File: src/rtl/periph_irq_defines.svh
`ifndef PERIPH_IRQ_DEFINES_SVH
`define PERIPH_IRQ_DEFINES_SVH

// Register byte addresses (printed offsets are multiples of four)
`define FLAGS_OFFSET      8'h0C
`define ENABLES_OFFSET    8'h8C
`define CORE_CTRL_OFFSET  8'h10
`define SUMMARY_OFFSET    8'h14

// Flag and enable bit positions
`define BIT_PARALLEL      7
`define BIT_ADC           6
`define BIT_SERIAL_RX     5
`define BIT_SERIAL_TX     4
`define BIT_SYNC_SERIAL   3
`define BIT_CAPCMP        2
`define BIT_TIMER_B       1
`define BIT_TIMER_A       0

// Core control bit positions
`define BIT_GLOBAL_PERIPH 6
`define BIT_GLOBAL_IRQ    7

// Software-writable flag bits (receive and transmit excluded)
`define FLAGS_WR_MASK     8'hCF

// Reset values
`define FLAGS_RESET       8'h00
`define ENABLES_RESET     8'h00
`define CORE_CTRL_RESET   8'h00

// AXI responses
`define RESP_OKAY         2'h0
`define RESP_SLVERR       2'h2

`endif

File: src/rtl/periph_irq_pkg.sv
package periph_irq_pkg;
   typedef logic [7:0] reg8_t;
   typedef enum logic [1:0] {
      SYNC_SPI,
      SYNC_I2C_SLAVE,
      SYNC_I2C_MASTER,
      SYNC_IDLE_BUS
   } sync_event_t;
endpackage

File: src/rtl/peripheral_irq_enable_flags.sv
// What this block does
// No peripheral request reaches the CPU unless global peripheral enable is set.
// Flags set on source events regardless of their enable or global enable.
// Software should clear flags before setting their enables.
// Enable register at 8Ch, eight read/write bits, reset zero.
// Flag register at 0Ch; receive and transmit flags read-only; reset zero.
// On 28-pin parts software keeps parallel-port enable and flag clear.
// Parallel-port flag sets on external port read or write; sticky.
// A/D flag sets when a conversion completes; sticky.
// Receive flag mirrors receive buffer full; not writable.
// Transmit flag mirrors transmit buffer empty; not writable.
// Sync serial flag sets on SPI, I2C slave, master or idle-bus events.
// Capture/compare flag sets on capture or compare match, not in PWM.
// Timer-b flag sets on period match; sticky.
// Timer-a flag sets on overflow; sticky.
// Sync serial flag stays set until software clears it.
// Request when any flag and enable match, with both global enables set.
// Source event in the same cycle as a flag write wins.
//
// Added by the designer: register access over AXI4-Lite.
`timescale 1ns/1ps
`include "periph_irq_defines.svh"

module peripheral_irq_enable_flags (
   // Clock and reset
   input  wire logic        core_clk,
   input  wire logic        nrst,
   // AXI4-Lite write address
   input  wire logic [7:0]  s_axi_awaddr,
   input  wire logic        s_axi_awvalid,
   output logic             s_axi_awready,
   // AXI4-Lite write data
   input  wire logic [31:0] s_axi_wdata,
   input  wire logic [3:0]  s_axi_wstrb,
   input  wire logic        s_axi_wvalid,
   output logic             s_axi_wready,
   // AXI4-Lite write response
   output logic [1:0]       s_axi_bresp,
   output logic             s_axi_bvalid,
   input  wire logic        s_axi_bready,
   // AXI4-Lite read address
   input  wire logic [7:0]  s_axi_araddr,
   input  wire logic        s_axi_arvalid,
   output logic             s_axi_arready,
   // AXI4-Lite read data
   output logic [31:0]      s_axi_rdata,
   output logic [1:0]       s_axi_rresp,
   output logic             s_axi_rvalid,
   input  wire logic        s_axi_rready,
   // Peripheral events, one-cycle pulses, and the PWM mode level
   input  wire logic        parallelPortAccess,
   input  wire logic        adcDone,
   input  wire logic        syncSerialEvent,
   input  wire logic        capCmpEvent,
   input  wire logic        pwmMode,
   input  wire logic        timerBMatch,
   input  wire logic        timerAOverflow,
   // Serial buffer levels
   input  wire logic        serialRxFull,
   input  wire logic        serialTxEmpty,
   // Interrupt output
   output logic             periphIrq
);

   periph_irq_pkg::reg8_t flags_ff;
   periph_irq_pkg::reg8_t enables_ff;
   periph_irq_pkg::reg8_t coreCtrl_ff;
   logic [7:0]            wrAddr_ff;
   logic [31:0]           wrData_ff;
   logic [3:0]            wrStrb_ff;
   logic                  awHeld_ff;
   logic                  wHeld_ff;
   logic                  periphIrq_ff;

   periph_irq_pkg::reg8_t nxt_flags;
   periph_irq_pkg::reg8_t eventSet;
   logic                  wrFire;
   logic                  wrLow;
   logic                  nxt_irq;

   function automatic logic isMapped(input logic [7:0] addr);
      isMapped = (addr == `FLAGS_OFFSET) || (addr == `ENABLES_OFFSET) ||
                 (addr == `CORE_CTRL_OFFSET) || (addr == `SUMMARY_OFFSET);
   endfunction

   // Write channel: address and data may come in either order
   assign wrFire = awHeld_ff && wHeld_ff && !s_axi_bvalid;
   assign wrLow  = wrFire && wrStrb_ff[0];

   always_ff @(posedge core_clk or negedge nrst) begin
      if (!nrst) begin
         awHeld_ff     <= 1'b0;
         wHeld_ff      <= 1'b0;
         wrAddr_ff     <= 8'h00;
         wrData_ff     <= 32'h0000_0000;
         wrStrb_ff     <= 4'h0;
         s_axi_awready <= 1'b0;
         s_axi_wready  <= 1'b0;
         s_axi_bvalid  <= 1'b0;
         s_axi_bresp   <= `RESP_OKAY;
      end else begin
         s_axi_awready <= !awHeld_ff && !s_axi_awready && s_axi_awvalid;
         s_axi_wready  <= !wHeld_ff && !s_axi_wready && s_axi_wvalid;
         if (s_axi_awvalid && s_axi_awready) begin
            awHeld_ff <= 1'b1;
            wrAddr_ff <= s_axi_awaddr;
         end
         if (s_axi_wvalid && s_axi_wready) begin
            wHeld_ff  <= 1'b1;
            wrData_ff <= s_axi_wdata;
            wrStrb_ff <= s_axi_wstrb;
         end
         if (wrFire) begin
            s_axi_bvalid <= 1'b1;
            s_axi_bresp  <= isMapped(wrAddr_ff) ? `RESP_OKAY : `RESP_SLVERR;
         end else if (s_axi_bvalid && s_axi_bready) begin
            s_axi_bvalid <= 1'b0;
            awHeld_ff    <= 1'b0;
            wHeld_ff     <= 1'b0;
         end
      end
   end

   // Read channel
   always_ff @(posedge core_clk or negedge nrst) begin
      if (!nrst) begin
         s_axi_arready <= 1'b0;
         s_axi_rvalid  <= 1'b0;
         s_axi_rdata   <= 32'h0000_0000;
         s_axi_rresp   <= `RESP_OKAY;
      end else begin
         s_axi_arready <= !s_axi_rvalid && !s_axi_arready && s_axi_arvalid;
         if (s_axi_arvalid && s_axi_arready) begin
            s_axi_rvalid <= 1'b1;
            s_axi_rresp  <= isMapped(s_axi_araddr) ? `RESP_OKAY
                                                    : `RESP_SLVERR;
            case (s_axi_araddr)
               `FLAGS_OFFSET:     s_axi_rdata <= {24'h000000, flags_ff};
               `ENABLES_OFFSET:   s_axi_rdata <= {24'h000000, enables_ff};
               `CORE_CTRL_OFFSET: s_axi_rdata <= {24'h000000, coreCtrl_ff};
               `SUMMARY_OFFSET:   s_axi_rdata <= {31'h0000_0000,
                                                  periphIrq_ff};
               default:           s_axi_rdata <= 32'h0000_0000;
            endcase
         end else if (s_axi_rvalid && s_axi_rready) begin
            s_axi_rvalid <= 1'b0;
         end
      end
   end

   // Enable and core control registers
   always_ff @(posedge core_clk or negedge nrst) begin
      if (!nrst) begin
         enables_ff  <= `ENABLES_RESET;
         coreCtrl_ff <= `CORE_CTRL_RESET;
      end else if (wrLow) begin
         if (wrAddr_ff == `ENABLES_OFFSET)
            enables_ff <= wrData_ff[7:0];
         if (wrAddr_ff == `CORE_CTRL_OFFSET)
            coreCtrl_ff <= wrData_ff[7:0] &
                           8'(1 << `BIT_GLOBAL_PERIPH | 1 << `BIT_GLOBAL_IRQ);
      end
   end

   // Sticky events gathered into one set vector
   always_comb begin
      eventSet                   = 8'h00;
      eventSet[`BIT_PARALLEL]    = parallelPortAccess;
      eventSet[`BIT_ADC]         = adcDone;
      eventSet[`BIT_SYNC_SERIAL] = syncSerialEvent;
      eventSet[`BIT_CAPCMP]      = capCmpEvent && !pwmMode;
      eventSet[`BIT_TIMER_B]     = timerBMatch;
      eventSet[`BIT_TIMER_A]     = timerAOverflow;
   end

   always_comb begin
      nxt_flags = flags_ff;
      if (wrLow && wrAddr_ff == `FLAGS_OFFSET)
         nxt_flags = (flags_ff & ~`FLAGS_WR_MASK) |
                     (wrData_ff[7:0] & `FLAGS_WR_MASK);
      // Set wins over a same-cycle software write
      nxt_flags = nxt_flags | eventSet;
      // Buffer status flags are live levels, not latched
      nxt_flags[`BIT_SERIAL_RX] = serialRxFull;
      nxt_flags[`BIT_SERIAL_TX] = serialTxEmpty;
   end

   always_ff @(posedge core_clk or negedge nrst) begin
      if (!nrst)
         flags_ff <= `FLAGS_RESET;
      else
         flags_ff <= nxt_flags;
   end

   // Request gated by both global enables
   assign nxt_irq = (|(flags_ff & enables_ff)) &&
                    coreCtrl_ff[`BIT_GLOBAL_PERIPH] &&
                    coreCtrl_ff[`BIT_GLOBAL_IRQ];

   always_ff @(posedge core_clk or negedge nrst) begin
      if (!nrst)
         periphIrq_ff <= 1'b0;
      else
         periphIrq_ff <= nxt_irq;
   end

   assign periphIrq = periphIrq_ff;

   property p_no_periph_enable;
      @(posedge core_clk) disable iff (!nrst)
      !coreCtrl_ff[`BIT_GLOBAL_PERIPH] |=> !periphIrq;
   endproperty
   a_no_periph_enable: assert property (p_no_periph_enable)
      else $error("request without peripheral enable");

   property p_event_sets;
      @(posedge core_clk) disable iff (!nrst)
      timerAOverflow |=> flags_ff[`BIT_TIMER_A];
   endproperty
   a_event_sets: assert property (p_event_sets)
      else $error("timer overflow flag not set");

   property p_adc_sticky;
      @(posedge core_clk) disable iff (!nrst)
      adcDone ##1 !(wrLow && wrAddr_ff == `FLAGS_OFFSET)
         |=> flags_ff[`BIT_ADC];
   endproperty
   a_adc_sticky: assert property (p_adc_sticky)
      else $error("adc flag lost");

   property p_rx_mirror;
      @(posedge core_clk) disable iff (!nrst)
      ##1 flags_ff[`BIT_SERIAL_RX] == $past(serialRxFull);
   endproperty
   a_rx_mirror: assert property (p_rx_mirror)
      else $error("rx flag mismatch");

   property p_tx_mirror;
      @(posedge core_clk) disable iff (!nrst)
      ##1 flags_ff[`BIT_SERIAL_TX] == $past(serialTxEmpty);
   endproperty
   a_tx_mirror: assert property (p_tx_mirror)
      else $error("tx flag mismatch");

   property p_pwm_ignored;
      @(posedge core_clk) disable iff (!nrst)
      capCmpEvent && pwmMode && !flags_ff[`BIT_CAPCMP] &&
      !(wrLow && wrAddr_ff == `FLAGS_OFFSET) |=> !flags_ff[`BIT_CAPCMP];
   endproperty
   a_pwm_ignored: assert property (p_pwm_ignored)
      else $error("capture flag set in pwm mode");

   property p_set_wins;
      @(posedge core_clk) disable iff (!nrst)
      syncSerialEvent && wrLow && wrAddr_ff == `FLAGS_OFFSET
         |=> flags_ff[`BIT_SYNC_SERIAL];
   endproperty
   a_set_wins: assert property (p_set_wins)
      else $error("event lost against write");

   property p_request;
      @(posedge core_clk) disable iff (!nrst)
      (|(flags_ff & enables_ff)) && coreCtrl_ff[`BIT_GLOBAL_PERIPH] &&
      coreCtrl_ff[`BIT_GLOBAL_IRQ] |=> periphIrq;
   endproperty
   a_request: assert property (p_request)
      else $error("request missing");

   property p_parallel_sets;
      @(posedge core_clk) disable iff (!nrst)
      parallelPortAccess |=> flags_ff[`BIT_PARALLEL];
   endproperty
   a_parallel_sets: assert property (p_parallel_sets)
      else $error("parallel port flag not set");

   property p_adc_sets;
      @(posedge core_clk) disable iff (!nrst)
      adcDone |=> flags_ff[`BIT_ADC];
   endproperty
   a_adc_sets: assert property (p_adc_sets)
      else $error("adc flag not set");

   property p_sync_sets;
      @(posedge core_clk) disable iff (!nrst)
      syncSerialEvent |=> flags_ff[`BIT_SYNC_SERIAL];
   endproperty
   a_sync_sets: assert property (p_sync_sets)
      else $error("sync serial flag not set");

   property p_capcmp_sets;
      @(posedge core_clk) disable iff (!nrst)
      capCmpEvent && !pwmMode |=> flags_ff[`BIT_CAPCMP];
   endproperty
   a_capcmp_sets: assert property (p_capcmp_sets)
      else $error("capture flag not set");

   property p_timer_b_sets;
      @(posedge core_clk) disable iff (!nrst)
      timerBMatch |=> flags_ff[`BIT_TIMER_B];
   endproperty
   a_timer_b_sets: assert property (p_timer_b_sets)
      else $error("timer match flag not set");

   property p_flags_sticky;
      @(posedge core_clk) disable iff (!nrst)
      !(wrLow && wrAddr_ff == `FLAGS_OFFSET)
         |=> ($past(flags_ff) & ~flags_ff & `FLAGS_WR_MASK) == 8'h00;
   endproperty
   a_flags_sticky: assert property (p_flags_sticky)
      else $error("flag dropped without software write");

   property p_flag_write;
      @(posedge core_clk) disable iff (!nrst)
      wrLow && wrAddr_ff == `FLAGS_OFFSET && eventSet == 8'h00
         |=> (flags_ff & `FLAGS_WR_MASK) ==
             ($past(wrData_ff[7:0]) & `FLAGS_WR_MASK);
   endproperty
   a_flag_write: assert property (p_flag_write)
      else $error("flag write not applied");

   property p_enables_write;
      @(posedge core_clk) disable iff (!nrst)
      wrLow && wrAddr_ff == `ENABLES_OFFSET
         |=> enables_ff == $past(wrData_ff[7:0]);
   endproperty
   a_enables_write: assert property (p_enables_write)
      else $error("enable write not applied");

   property p_enables_hold;
      @(posedge core_clk) disable iff (!nrst)
      !(wrLow && wrAddr_ff == `ENABLES_OFFSET) |=> $stable(enables_ff);
   endproperty
   a_enables_hold: assert property (p_enables_hold)
      else $error("enables changed without write");

   property p_no_global_irq;
      @(posedge core_clk) disable iff (!nrst)
      !coreCtrl_ff[`BIT_GLOBAL_IRQ] |=> !periphIrq;
   endproperty
   a_no_global_irq: assert property (p_no_global_irq)
      else $error("request without global enable");

   property p_no_match;
      @(posedge core_clk) disable iff (!nrst)
      (flags_ff & enables_ff) == 8'h00 |=> !periphIrq;
   endproperty
   a_no_match: assert property (p_no_match)
      else $error("request without enabled flag");

   property p_set_while_masked;
      @(posedge core_clk) disable iff (!nrst)
      adcDone && !coreCtrl_ff[`BIT_GLOBAL_IRQ] |=> flags_ff[`BIT_ADC];
   endproperty
   a_set_while_masked: assert property (p_set_while_masked)
      else $error("flag blocked by global enable");

endmodule // peripheral_irq_enable_flags

File: config.mk
export PLATFORM = sky130hd
export DESIGN_NAME = peripheral_irq_enable_flags
export DESIGN_NICKNAME = d
export VERILOG_FILES = /design/src/rtl/periph_irq_pkg.sv /design/src/rtl/peripheral_irq_enable_flags.sv
export VERILOG_INCLUDE_DIRS = /design/src /design/src/rtl
export SDC_FILE = /design/constraint.sdc
export NUM_CORES = 1
export LEC_CHECK = 0
export BUFFER_PORTS_ARGS = -buffer_cell sky130_fd_sc_hd__buf_2
export CORE_MARGIN = 1.5
export CORE_UTILIZATION = 35
export CTS_BUF_LIST = sky130_fd_sc_hd__clkbuf_8
export DETAILED_ROUTE_END_ITERATION = 12
export GPL_TIMING_DRIVEN = 1
export PLACE_DENSITY = 0.72
export SYNTH_ARGS = -nofsm -noshare
export SYNTH_HDL_FRONTEND = slang
export SYNTH_SLANG_ARGS = --single-unit
File: constraint.sdc
create_clock -name core_clk -period 2.1 [get_ports core_clk]
set_clock_uncertainty 0.05 [all_clocks]
set_input_delay 0.315 -clock core_clk [delete_from_list [all_inputs] [get_ports core_clk]]
set_output_delay 0.315 -clock core_clk [all_outputs]
set_load 0.01 [all_outputs]
==> results of run 1 <==
cell usage after synthesis (2+ instances only):
library cell	n	area [um2]
o31ai_1	5	37.5
nand2_1	13	48.8
buf_4	26	195
o21ai_0	6	30.0
nor3b_1	5	37.5
a22oi_1	6	45.0
mux2_2	31	349
dfrtp_1	53	1330
mux2i_1	11	110
nor2_1	12	45.0
a21oi_1	4	20.0
inv_1	3	11.3
and3b_1	2	17.5
path summary, 6_finish.rpt:
path,cells past startpoint,slack [ns],end
worst max-delay path,3,0.41,coreCtrl_ff[6]
worst min-delay path,1,0.07,flags_ff[4]
worst max register to register,3,0.41,coreCtrl_ff[6]
worst min register to register,1,0.42,s_axi_arready
max in group asynchronous,3,0.91,s_axi_rresp[1]
min in group asynchronous,2,0.47,wrAddr_ff[5]
stage by stage:
step / hold WS (ns) / util
after floorplan: -0.0306 / -
after global placement: 0.286 / 0.404
after detailed placement: 0.288 / 0.404
after CTS: 0.0629 / 0.418
after global routing: 0.0558 / 0.418
final: 0.0692 / 0.418
worst register-to-register path: cells and delay by family (launching register included):
| family | cells | cell delay (ns) |
|---|---|---|
| mux | 1 | 0.34 |
| simple gates | 2 | 0.77 |
| flops | 1 | 0.41 |
per-layer routing:
| layer | wire [um] | GRT usage | vias up |
|---|---|---|---|
| li1 | - | - | 770 |
| met1 | 2080 | 0.164 | 748 |
| met2 | 2160 | 0.214 | 69 |
| met3 | 325 | 0.0400 | 10 |
| met4 | 87 | 0.0645 | 0 |
| met5 | 0 | 0 | - |
state kept, by name (all words and copies together), names as in the netlist, 2 cells and up:
name         cells
enables_ff       8
coreCtrl_ff      2
flags_ff         8
wrAddr_ff        8
wrData_ff        8
s_axi_rdata      8
cell families after synthesis:
logic type / after synthesis / share of synthesized area
AOI/OAI and AO/OA: 25 / 0.0681
buffers and inverters: 31 / 0.0881
DFF: 53 / 0.543
muxes: 42 / 0.188
other: 1 / 0.00153
and+or+nand+nor: 43 / 0.112
layout make-up:
class,count,area (um2),area share
multi-input combinational,136,996,0.353
timing repair buffer,59,305,0.108
tap,80,100,0.0354
inverter,3,11.3,0.00399
clock buffer,6,82.6,0.0292
clock inverter,1,3.75,0.00133
sequential,53,1330,0.469
power groups by stage:
stage	clock (mW)	combinational, mW	sequential (mW)
floorplan	0	0.418	1.44
global placement	0	0.520	1.47
detailed placement	0	0.540	1.49
CTS	0.595	0.543	1.47
global route	0.630	0.594	1.50
finish	0.571	0.534	1.47
repair_timing:
action | in CTS | in global routing
buffers inserted | 0 | 0
hold endpoints to repair | 24 | 0
hold buffers | 1 | 0
==> impl_metrics.tcl, run 1 <==
set metrics [dict create \
    grt.total_usage 0.133 \
    dp_hpwl_um 3590 \
    finalSetupTns_ns 0 \
    drive_gt1_frac 0.384 \
    place_area_mm2 0.00273 \
    maxSlewViolCount 0 \
    rr_startpoint "wrAddr_ff[1]" \
    ir_drop_mv 0.474 \
    grt_pass1_wl_um 7580 \
    finalWorstSetupSlack_ns 0.414 \
    maxCapViolCount 0 \
    syn2layout_area_growth_pct 15.6 \
    antenna_left 0 \
    slew_headroom 0.618 \
    syn_inst 195 \
    cp_max_fo 4 \
    synth-seq-cells 53 \
    antenna_found_initial 0 \
    cp_data_required_time_ns 2.25 \
    wl_um 4660 \
    p_per_area_mw_per_mm2 911 \
    grt_pass1_vias 1580 \
    dieHeight_um 86.6 \
    seqPwrFrac 0.571 \
    cts-htree-levels 2 \
    min_from "serialTxEmpty" \
    ios 110 \
    dieArea_mm2 0.00749 \
    root_buffer "clkbuf_8" \
    stdcell_area_mm2 0.00283 \
    cellLeakagePower_nw 1.41 \
    clkTransAtPathRegs_ns 0.09 \
    start_util 0.362 \
    critPathBufInv 0 \
    p_switching_uw 756 \
    wl_per_cell_um 13.8 \
    fillCellCount 680 \
    io_buffers 56 \
    crit_family "simple AND/OR/NAND/NOR gates" \
    netlist_area_mm2 0.00244 \
    via_per_inst 4.72 \
    critPathKind "reg2reg" \
    dp.cells 330 \
    crit_path_cell_trace "nor4_4 > and4bb_2 > mux2_2" \
    pwr-share-comb 0.207 \
    final_cell_mix "buf_2 (56), dfrtp_1 (53), mux2_2 (31), conb_1 (26), nand2_1 (13)" \
    cts_tree "done" \
    ys.flop_type "dfrtp_1" \
    async_flop_share 1.00 \
    routed-via-count 1597 \
    synth_warnings 0 \
    drtIter0Drc 69 \
    min_period_over_period 0.803 \
    fmax_ghz 0.593 \
    chipWidth_um 86.6 \
    core_area_mm2 0.00676 \
    p_sw_frac 0.294 \
    gr-total-overflow 0 \
    finalSetupViolCount 0 \
    grt_max_degree 27 \
    drc 0 \
    gp_congestion 0.758 \
    min_period_ns 1.69 \
    fin_cells 338 \
    critPathCaptureType "register" \
    fp-row-count 30 \
    synth_cell_type_count 31 \
    cts_resized 0 \
    numClockSinks 53 \
    clk_latency_ns 0.31 \
    crit_path_start "wrAddr_ff[1]" \
    critPathMaxStageDelay_ns 0.43 \
    min_path_type "in2reg" \
    arrival_ns 1.83 \
    final_nets 326 \
    cts_inserted_buffers 5 \
    dpl_worst_slack_ns 0.416 \
    p_int_mw 1.82 \
    finalHoldViolations 0 \
    seq_area_frac_synth 0.543 \
    avgSynthCellArea_um2 12.5 \
    rsz0062_at_grt "no" \
    final_common_cell "buf_2" \
    power.total_mw 2.57 \
    first_pass_iters 3 \
    crit_slowest_cell "nor4_4" \
    n_antenna_cell 0 \
    cp-start-kind "register" \
    clk_path_buf_depth 2 \
    outcome "completed" \
    clkPwrFrac 0.222 \
    synth_edf_count 0 \
    tightest_slew_ns 0.573 \
]
No activity file was read; power rests on OpenSTA's default activity.
==> run 2: changes to the inputs <==
- clock period: 2.1 -> 1.7 ns (I/O delays scaled with it)
==> run 2 against run 1 <==
Sequential share of layout area is 0.62 points lower. Worst hold slack better by 0.0087 ns. Die area stayed put. Routed wire length is 3.8% lower. Clock power is 18% higher. Via count is 0.13% lower. Maximum frequency is 4.1% higher. Clock-buffer cell count is 1 lower. Global-route usage is 0.36 points lower. Critical path type unchanged. Largest cell class unchanged. Largest power group unchanged.
==> impl_metrics.tcl, run 2 (synthesis results as in run 1) <==
set metrics [dict create \
    outcome "completed" \
    start_util 0.362 \
    core_area_mm2 0.00676 \
    finalSetupTns_ns 0 \
    final_nets 328 \
    dpl_worst_slack_ns 0.0949 \
    clk_latency_ns 0.30 \
    dieHeight_um 86.6 \
    min_from "s_axi_rready" \
    cts_tree "done" \
    rsz0062_at_grt "no" \
    multi_input_area_mm2 0.00100 \
    ir_drop_mv 0.736 \
    finalSetupViolCount 0 \
    grt_pass1_wl_um 7510 \
    dp_hpwl_um 3450 \
    dp.cells 330 \
    grt_pass1_vias 1595 \
    fin_cells 341 \
    critPathCaptureType "register" \
    wl_um 4480 \
    cts-htree-levels 2 \
    final_core_util 0.424 \
    cp_data_required_time_ns 1.84 \
    wl_per_cell_um 13.1 \
    rr_startpoint "wrAddr_ff[1]" \
    finalHoldViolations 0 \
    fmax_ghz 0.618 \
    hold_slack_ns 0.0779 \
    via_per_inst 4.68 \
    dieArea_mm2 0.00749 \
    cellLeakagePower_nw 1.44 \
    arrival_ns 1.76 \
    grt_max_degree 35 \
    root_buffer "clkbuf_8" \
    first_pass_iters 4 \
    clkTransAtPathRegs_ns 0.09 \
    n_antenna_cell 0 \
    drive_gt1_frac 0.383 \
    finalWorstSetupSlack_ns 0.0809 \
    maxCapViolCount 0 \
    drc 0 \
    fillCellCount 646 \
    min_path_type "in2reg" \
    fp-row-count 30 \
    chipWidth_um 86.6 \
    cp-start-kind "register" \
    critPathKind "reg2reg" \
    grt.total_usage 0.130 \
    postCtsSetupRepairBufs 0 \
    cts_inserted_buffers 5 \
    regArea_mm2 0.00133 \
    p_per_area_mw_per_mm2 1110 \
    antenna_left 0 \
    min_period_ns 1.62 \
    gp_congestion 0.741 \
    final_cell_mix "buf_2 (56), dfrtp_1 (53), mux2_2 (31), conb_1 (26), nand2_1 (13)" \
    numClockSinks 53 \
    maxSlewViolCount 0 \
    io_buffers 56 \
    final_common_cell "buf_2" \
    min_period_over_period 0.952 \
    cp_max_fo 8 \
    crit_path_start "wrAddr_ff[1]" \
    drtIter0Drc 66 \
    clk_path_buf_depth 2 \
    antenna_found_initial 0 \
    ios 110 \
    routed-via-count 1595 \
    syn2layout_area_growth_pct 17.2 \
    gr-total-overflow 0 \
]
-- run 2: cell count changes in the layout (fill, tap and decap cells not counted), sizes merged --
cell,change
clkbuf,-1
dlygate4sd3,+2
clkinv,+2
-- run 2: per-stage QoR --
step / area (um2) / total power [mW]
final: 2860 / 3.17
after global routing: 2860 / 3.38
after CTS: 2840 / 3.21
after detailed placement: 2740 / 2.52
after global placement: 2740 / 2.47
after floorplan: 2540 / 2.30
-- run 2: final timing paths --
kind / cells past startpoint / slack [ns] / to
setup reg to reg: 4 / 0.08 / enables_ff[6]
hold reg to reg: 1 / 0.42 / s_axi_arready
min in group asynchronous: 2 / 0.38 / s_axi_bresp[1]
hold / removal: 2 / 0.08 / s_axi_rvalid
setup / recovery: 4 / 0.08 / enables_ff[6]
max in group asynchronous: 3 / 0.67 / s_axi_rresp[1]
-- run 2: final cells by class --
type                       count  area share
timing repair buffer          61       0.118
multi-input combinational    136       0.351
inverter                       3     0.00393
tap                           80      0.0350
clock inverter                 3     0.00481
clock buffer                   5      0.0240
sequential                    53       0.463
-- run 2: where the power goes --
group | switching (mW) | internal [mW] | total (mW)
registers | 0.259 | 1.55 | 1.81
logic | 0.291 | 0.395 | 0.686
clock network | 0.395 | 0.280 | 0.675
total | 0.945 | 2.23 | 3.17
-- run 2: metal layers --
metal / global-route usage / part of all wire / wire, um
met1: 0.164 / 0.45 / 2010
met2: 0.209 / 0.46 / 2070
met3: 0.0410 / 0.075 / 334
met4: 0.0484 / 0.014 / 61
met5: 0 / 0 / 0
-- run 2: timing repair --
item / 4_1_cts / 5_1_grt
gates resized for setup: 0 / 1
endpoints found under the setup margin: 0 / 3
hold buffers: 2 / 1
hold endpoints to repair: 20 / 1
-- run 2: worst max-delay path, cell delays in order (launching register included) --
cell	delay, ns
dfrtp_1	0.42
nor4_4	0.32
buf_4	0.19
nand4_4	0.20
mux2_2	0.33
==> run 3: changes to the inputs <==
- ABC_AREA: default -> 1
- CORE_UTILIZATION: 35 -> 45
- PLACE_DENSITY: 0.72 -> 0.86
==> run 3 against run 2 <==
Clock-buffer cell count is 2 higher. Worst setup slack improved by 0.19 ns. Sequential share of layout area down 2.3 points. Synthesized cell count is 63% higher. Final cell count up 33%. Critical path type unchanged.
==> impl_metrics.tcl, run 3 <==
set metrics [dict create \
    final_common_cell "nand2_1" \
    arrival_ns 1.58 \
    fillCellCount 535 \
    final_cell_mix "nand2_1 (114), buf_2 (56), dfrtp_1 (53), nand3_1 (27), conb_1 (26)" \
    clk_latency_ns 0.31 \
    cpMostUsedCell "nand2_1" \
    chipWidth_um 79.4 \
    critPathKind "reg2reg" \
    drtIter0Drc 115 \
    io_buffers 56 \
    async_flop_share 1.00 \
    antenna_left 0 \
    finalHoldViolations 0 \
    ir_drop_mv 0.807 \
    cellLeakagePower_nw 1.63 \
    cp-start-kind "register" \
    p_per_area_mw_per_mm2 1130 \
    crit_path_cell_trace "nor2_2 > nand2_1 > nor2_4 > nand2_4 > a21oi_1 > nand2_1" \
    ios 110 \
    dieArea_mm2 0.00631 \
    first_pass_iters 4 \
    power.total_mw 3.40 \
    numClockSinks 53 \
    rsz0062_at_grt "no" \
    fmax_ghz 0.697 \
    gp_congestion 0.818 \
    dieHeight_um 79.4 \
    min_period_over_period 0.843 \
    seq_area_frac_synth 0.505 \
    critPathCaptureType "register" \
    crit_family "simple AND/OR/NAND/NOR gates" \
    cp_max_fo 8 \
    synth_edf_count 0 \
    ys.flop_type "dfrtp_1" \
    synth_warnings 0 \
    regArea_mm2 0.00133 \
    via_per_inst 4.69 \
    drc 0 \
    cts_resized 0 \
    post-synth-top-count-cell "nand2_1" \
    syn2layout_area_growth_pct 14.6 \
    grt.total_usage 0.169 \
    routed-via-count 2118 \
    hold_slack_ns 0.0664 \
    grt_pass1_wl_um 8290 \
    finalSetupViolCount 0 \
    synth-seq-cells 53 \
    core_area_mm2 0.00557 \
    cts_tree "done" \
    finalSetupTns_ns 0 \
    cp_data_required_time_ns 1.84 \
    gr-total-overflow 0 \
    critPathMaxStageDelay_ns 0.43 \
    fp-row-count 27 \
    avgSynthCellArea_um2 8.27 \
    drive_gt1_frac 0.237 \
    final_core_util 0.541 \
    crit_slowest_cell "dfrtp_1" \
    netlist_area_mm2 0.00263 \
    antenna_found_initial 0 \
    multi_input_area_mm2 0.00106 \
    wl_per_cell_um 10.8 \
    root_buffer "clkbuf_8" \
    syn_inst 318 \
    final_nets 447 \
    maxSlewViolCount 0 \
    min_path_type "in2reg" \
    min_from "s_axi_rready" \
    n_antenna_cell 0 \
    start_util 0.472 \
    cts_inserted_buffers 5 \
    yosys.area.top_type "dfrtp_1" \
    synth_cell_type_count 24 \
    rr_startpoint "wrAddr_ff[7]" \
    synthTopCellsByArea "dfrtp_1 (50%), nand2_1 (16%), buf_4 (7.4%)" \
    min_period_ns 1.43 \
    wl_um 4890 \
    yosys-top-cells-count "nand2_1 (114), dfrtp_1 (53), nand3_1 (27), buf_4 (26), inv_1 (20)" \
    grt_pass1_vias 1906 \
    grt_max_degree 54 \
    clkTransAtPathRegs_ns 0.09 \
    critPathBufInv 0 \
    outcome "completed" \
    dp_hpwl_um 3770 \
    maxCapViolCount 0 \
    postCtsSetupRepairBufs 0 \
    cts-htree-levels 2 \
    yosysTopAreaCellShare 0.505 \
    crit_path_start "wrAddr_ff[7]" \
    clk_path_buf_depth 2 \
]
## run 3: cell types whose count changed in the layout (fill, tap and decap cells not counted), moves of 7 or more
cell / previous run / this run
mux2_2: 31 / 0
o21ai_1: 0 / 16
mux2i_1: 11 / 0
inv_2: 0 / 7
nand3_1: 1 / 27
nand2_1: 13 / 114
inv_1: 4 / 20
## run 3: power breakdown
group	internal, mW	switching (mW)
clock network	0.368	0.390
logic	0.307	0.549
registers	1.56	0.230
## run 3: what timing repair did
item | in CTS | in global routing
hold buffers | 3 | 0
endpoints found under the setup margin | 0 | 0
endpoints found under the hold margin | 55 | 0
## run 3: path summary, 6_finish.rpt
kind | slack, ns | depth (start not counted) | end
max in group asynchronous | 0.96 | 3 | periphIrq
min in group asynchronous | 0.41 | 3 | s_axi_bvalid
setup reg to reg | 0.27 | 6 | flags_ff[0]
hold / removal | 0.07 | 2 | s_axi_rvalid
setup / recovery | 0.27 | 6 | flags_ff[0]
hold reg to reg | 0.40 | 1 | s_axi_arready
## run 3: layer usage
layer | global-route usage | vias up | routed length (um)
met5 | 0 | - | 0
met1 | 0.214 | 972 | 2140
met2 | 0.287 | 65 | 2400
met3 | 0.0469 | 5 | 292
li1 | - | 1076 | -
met4 | 0.0421 | 0 | 54
## run 3: logic make-up after synthesis
family / after synthesis / synth area share
AO/OA/AOI/OAI: 30 / 0.0676
AND/OR/NAND/NOR: 176 / 0.300
buffers and inverters: 58 / 0.127
flip-flops: 53 / 0.505
other: 1 / 0.00143
## run 3: final cells by class
class | instances | area share
repair buffers | 60 | 0.110
inverters | 27 | 0.0336
clock buffers | 7 | 0.0320
clock inverters | 1 | 0.00166
multi-input cells | 232 | 0.353
well taps | 72 | 0.0299
flip-flops and latches | 53 | 0.440
## run 3: metrics by stage
| stage | instances | setup WS, ns | area (um2) |
|---|---|---|---|
| after floorplan | 343 | 0.438 | 2720 |
| after global placement | 441 | 0.305 | 2880 |
| after detailed placement | 441 | 0.253 | 2880 |
| after CTS | 452 | 0.241 | 3010 |
| after global routing | 452 | 0.144 | 3010 |
| final | 452 | 0.266 | 3010 |
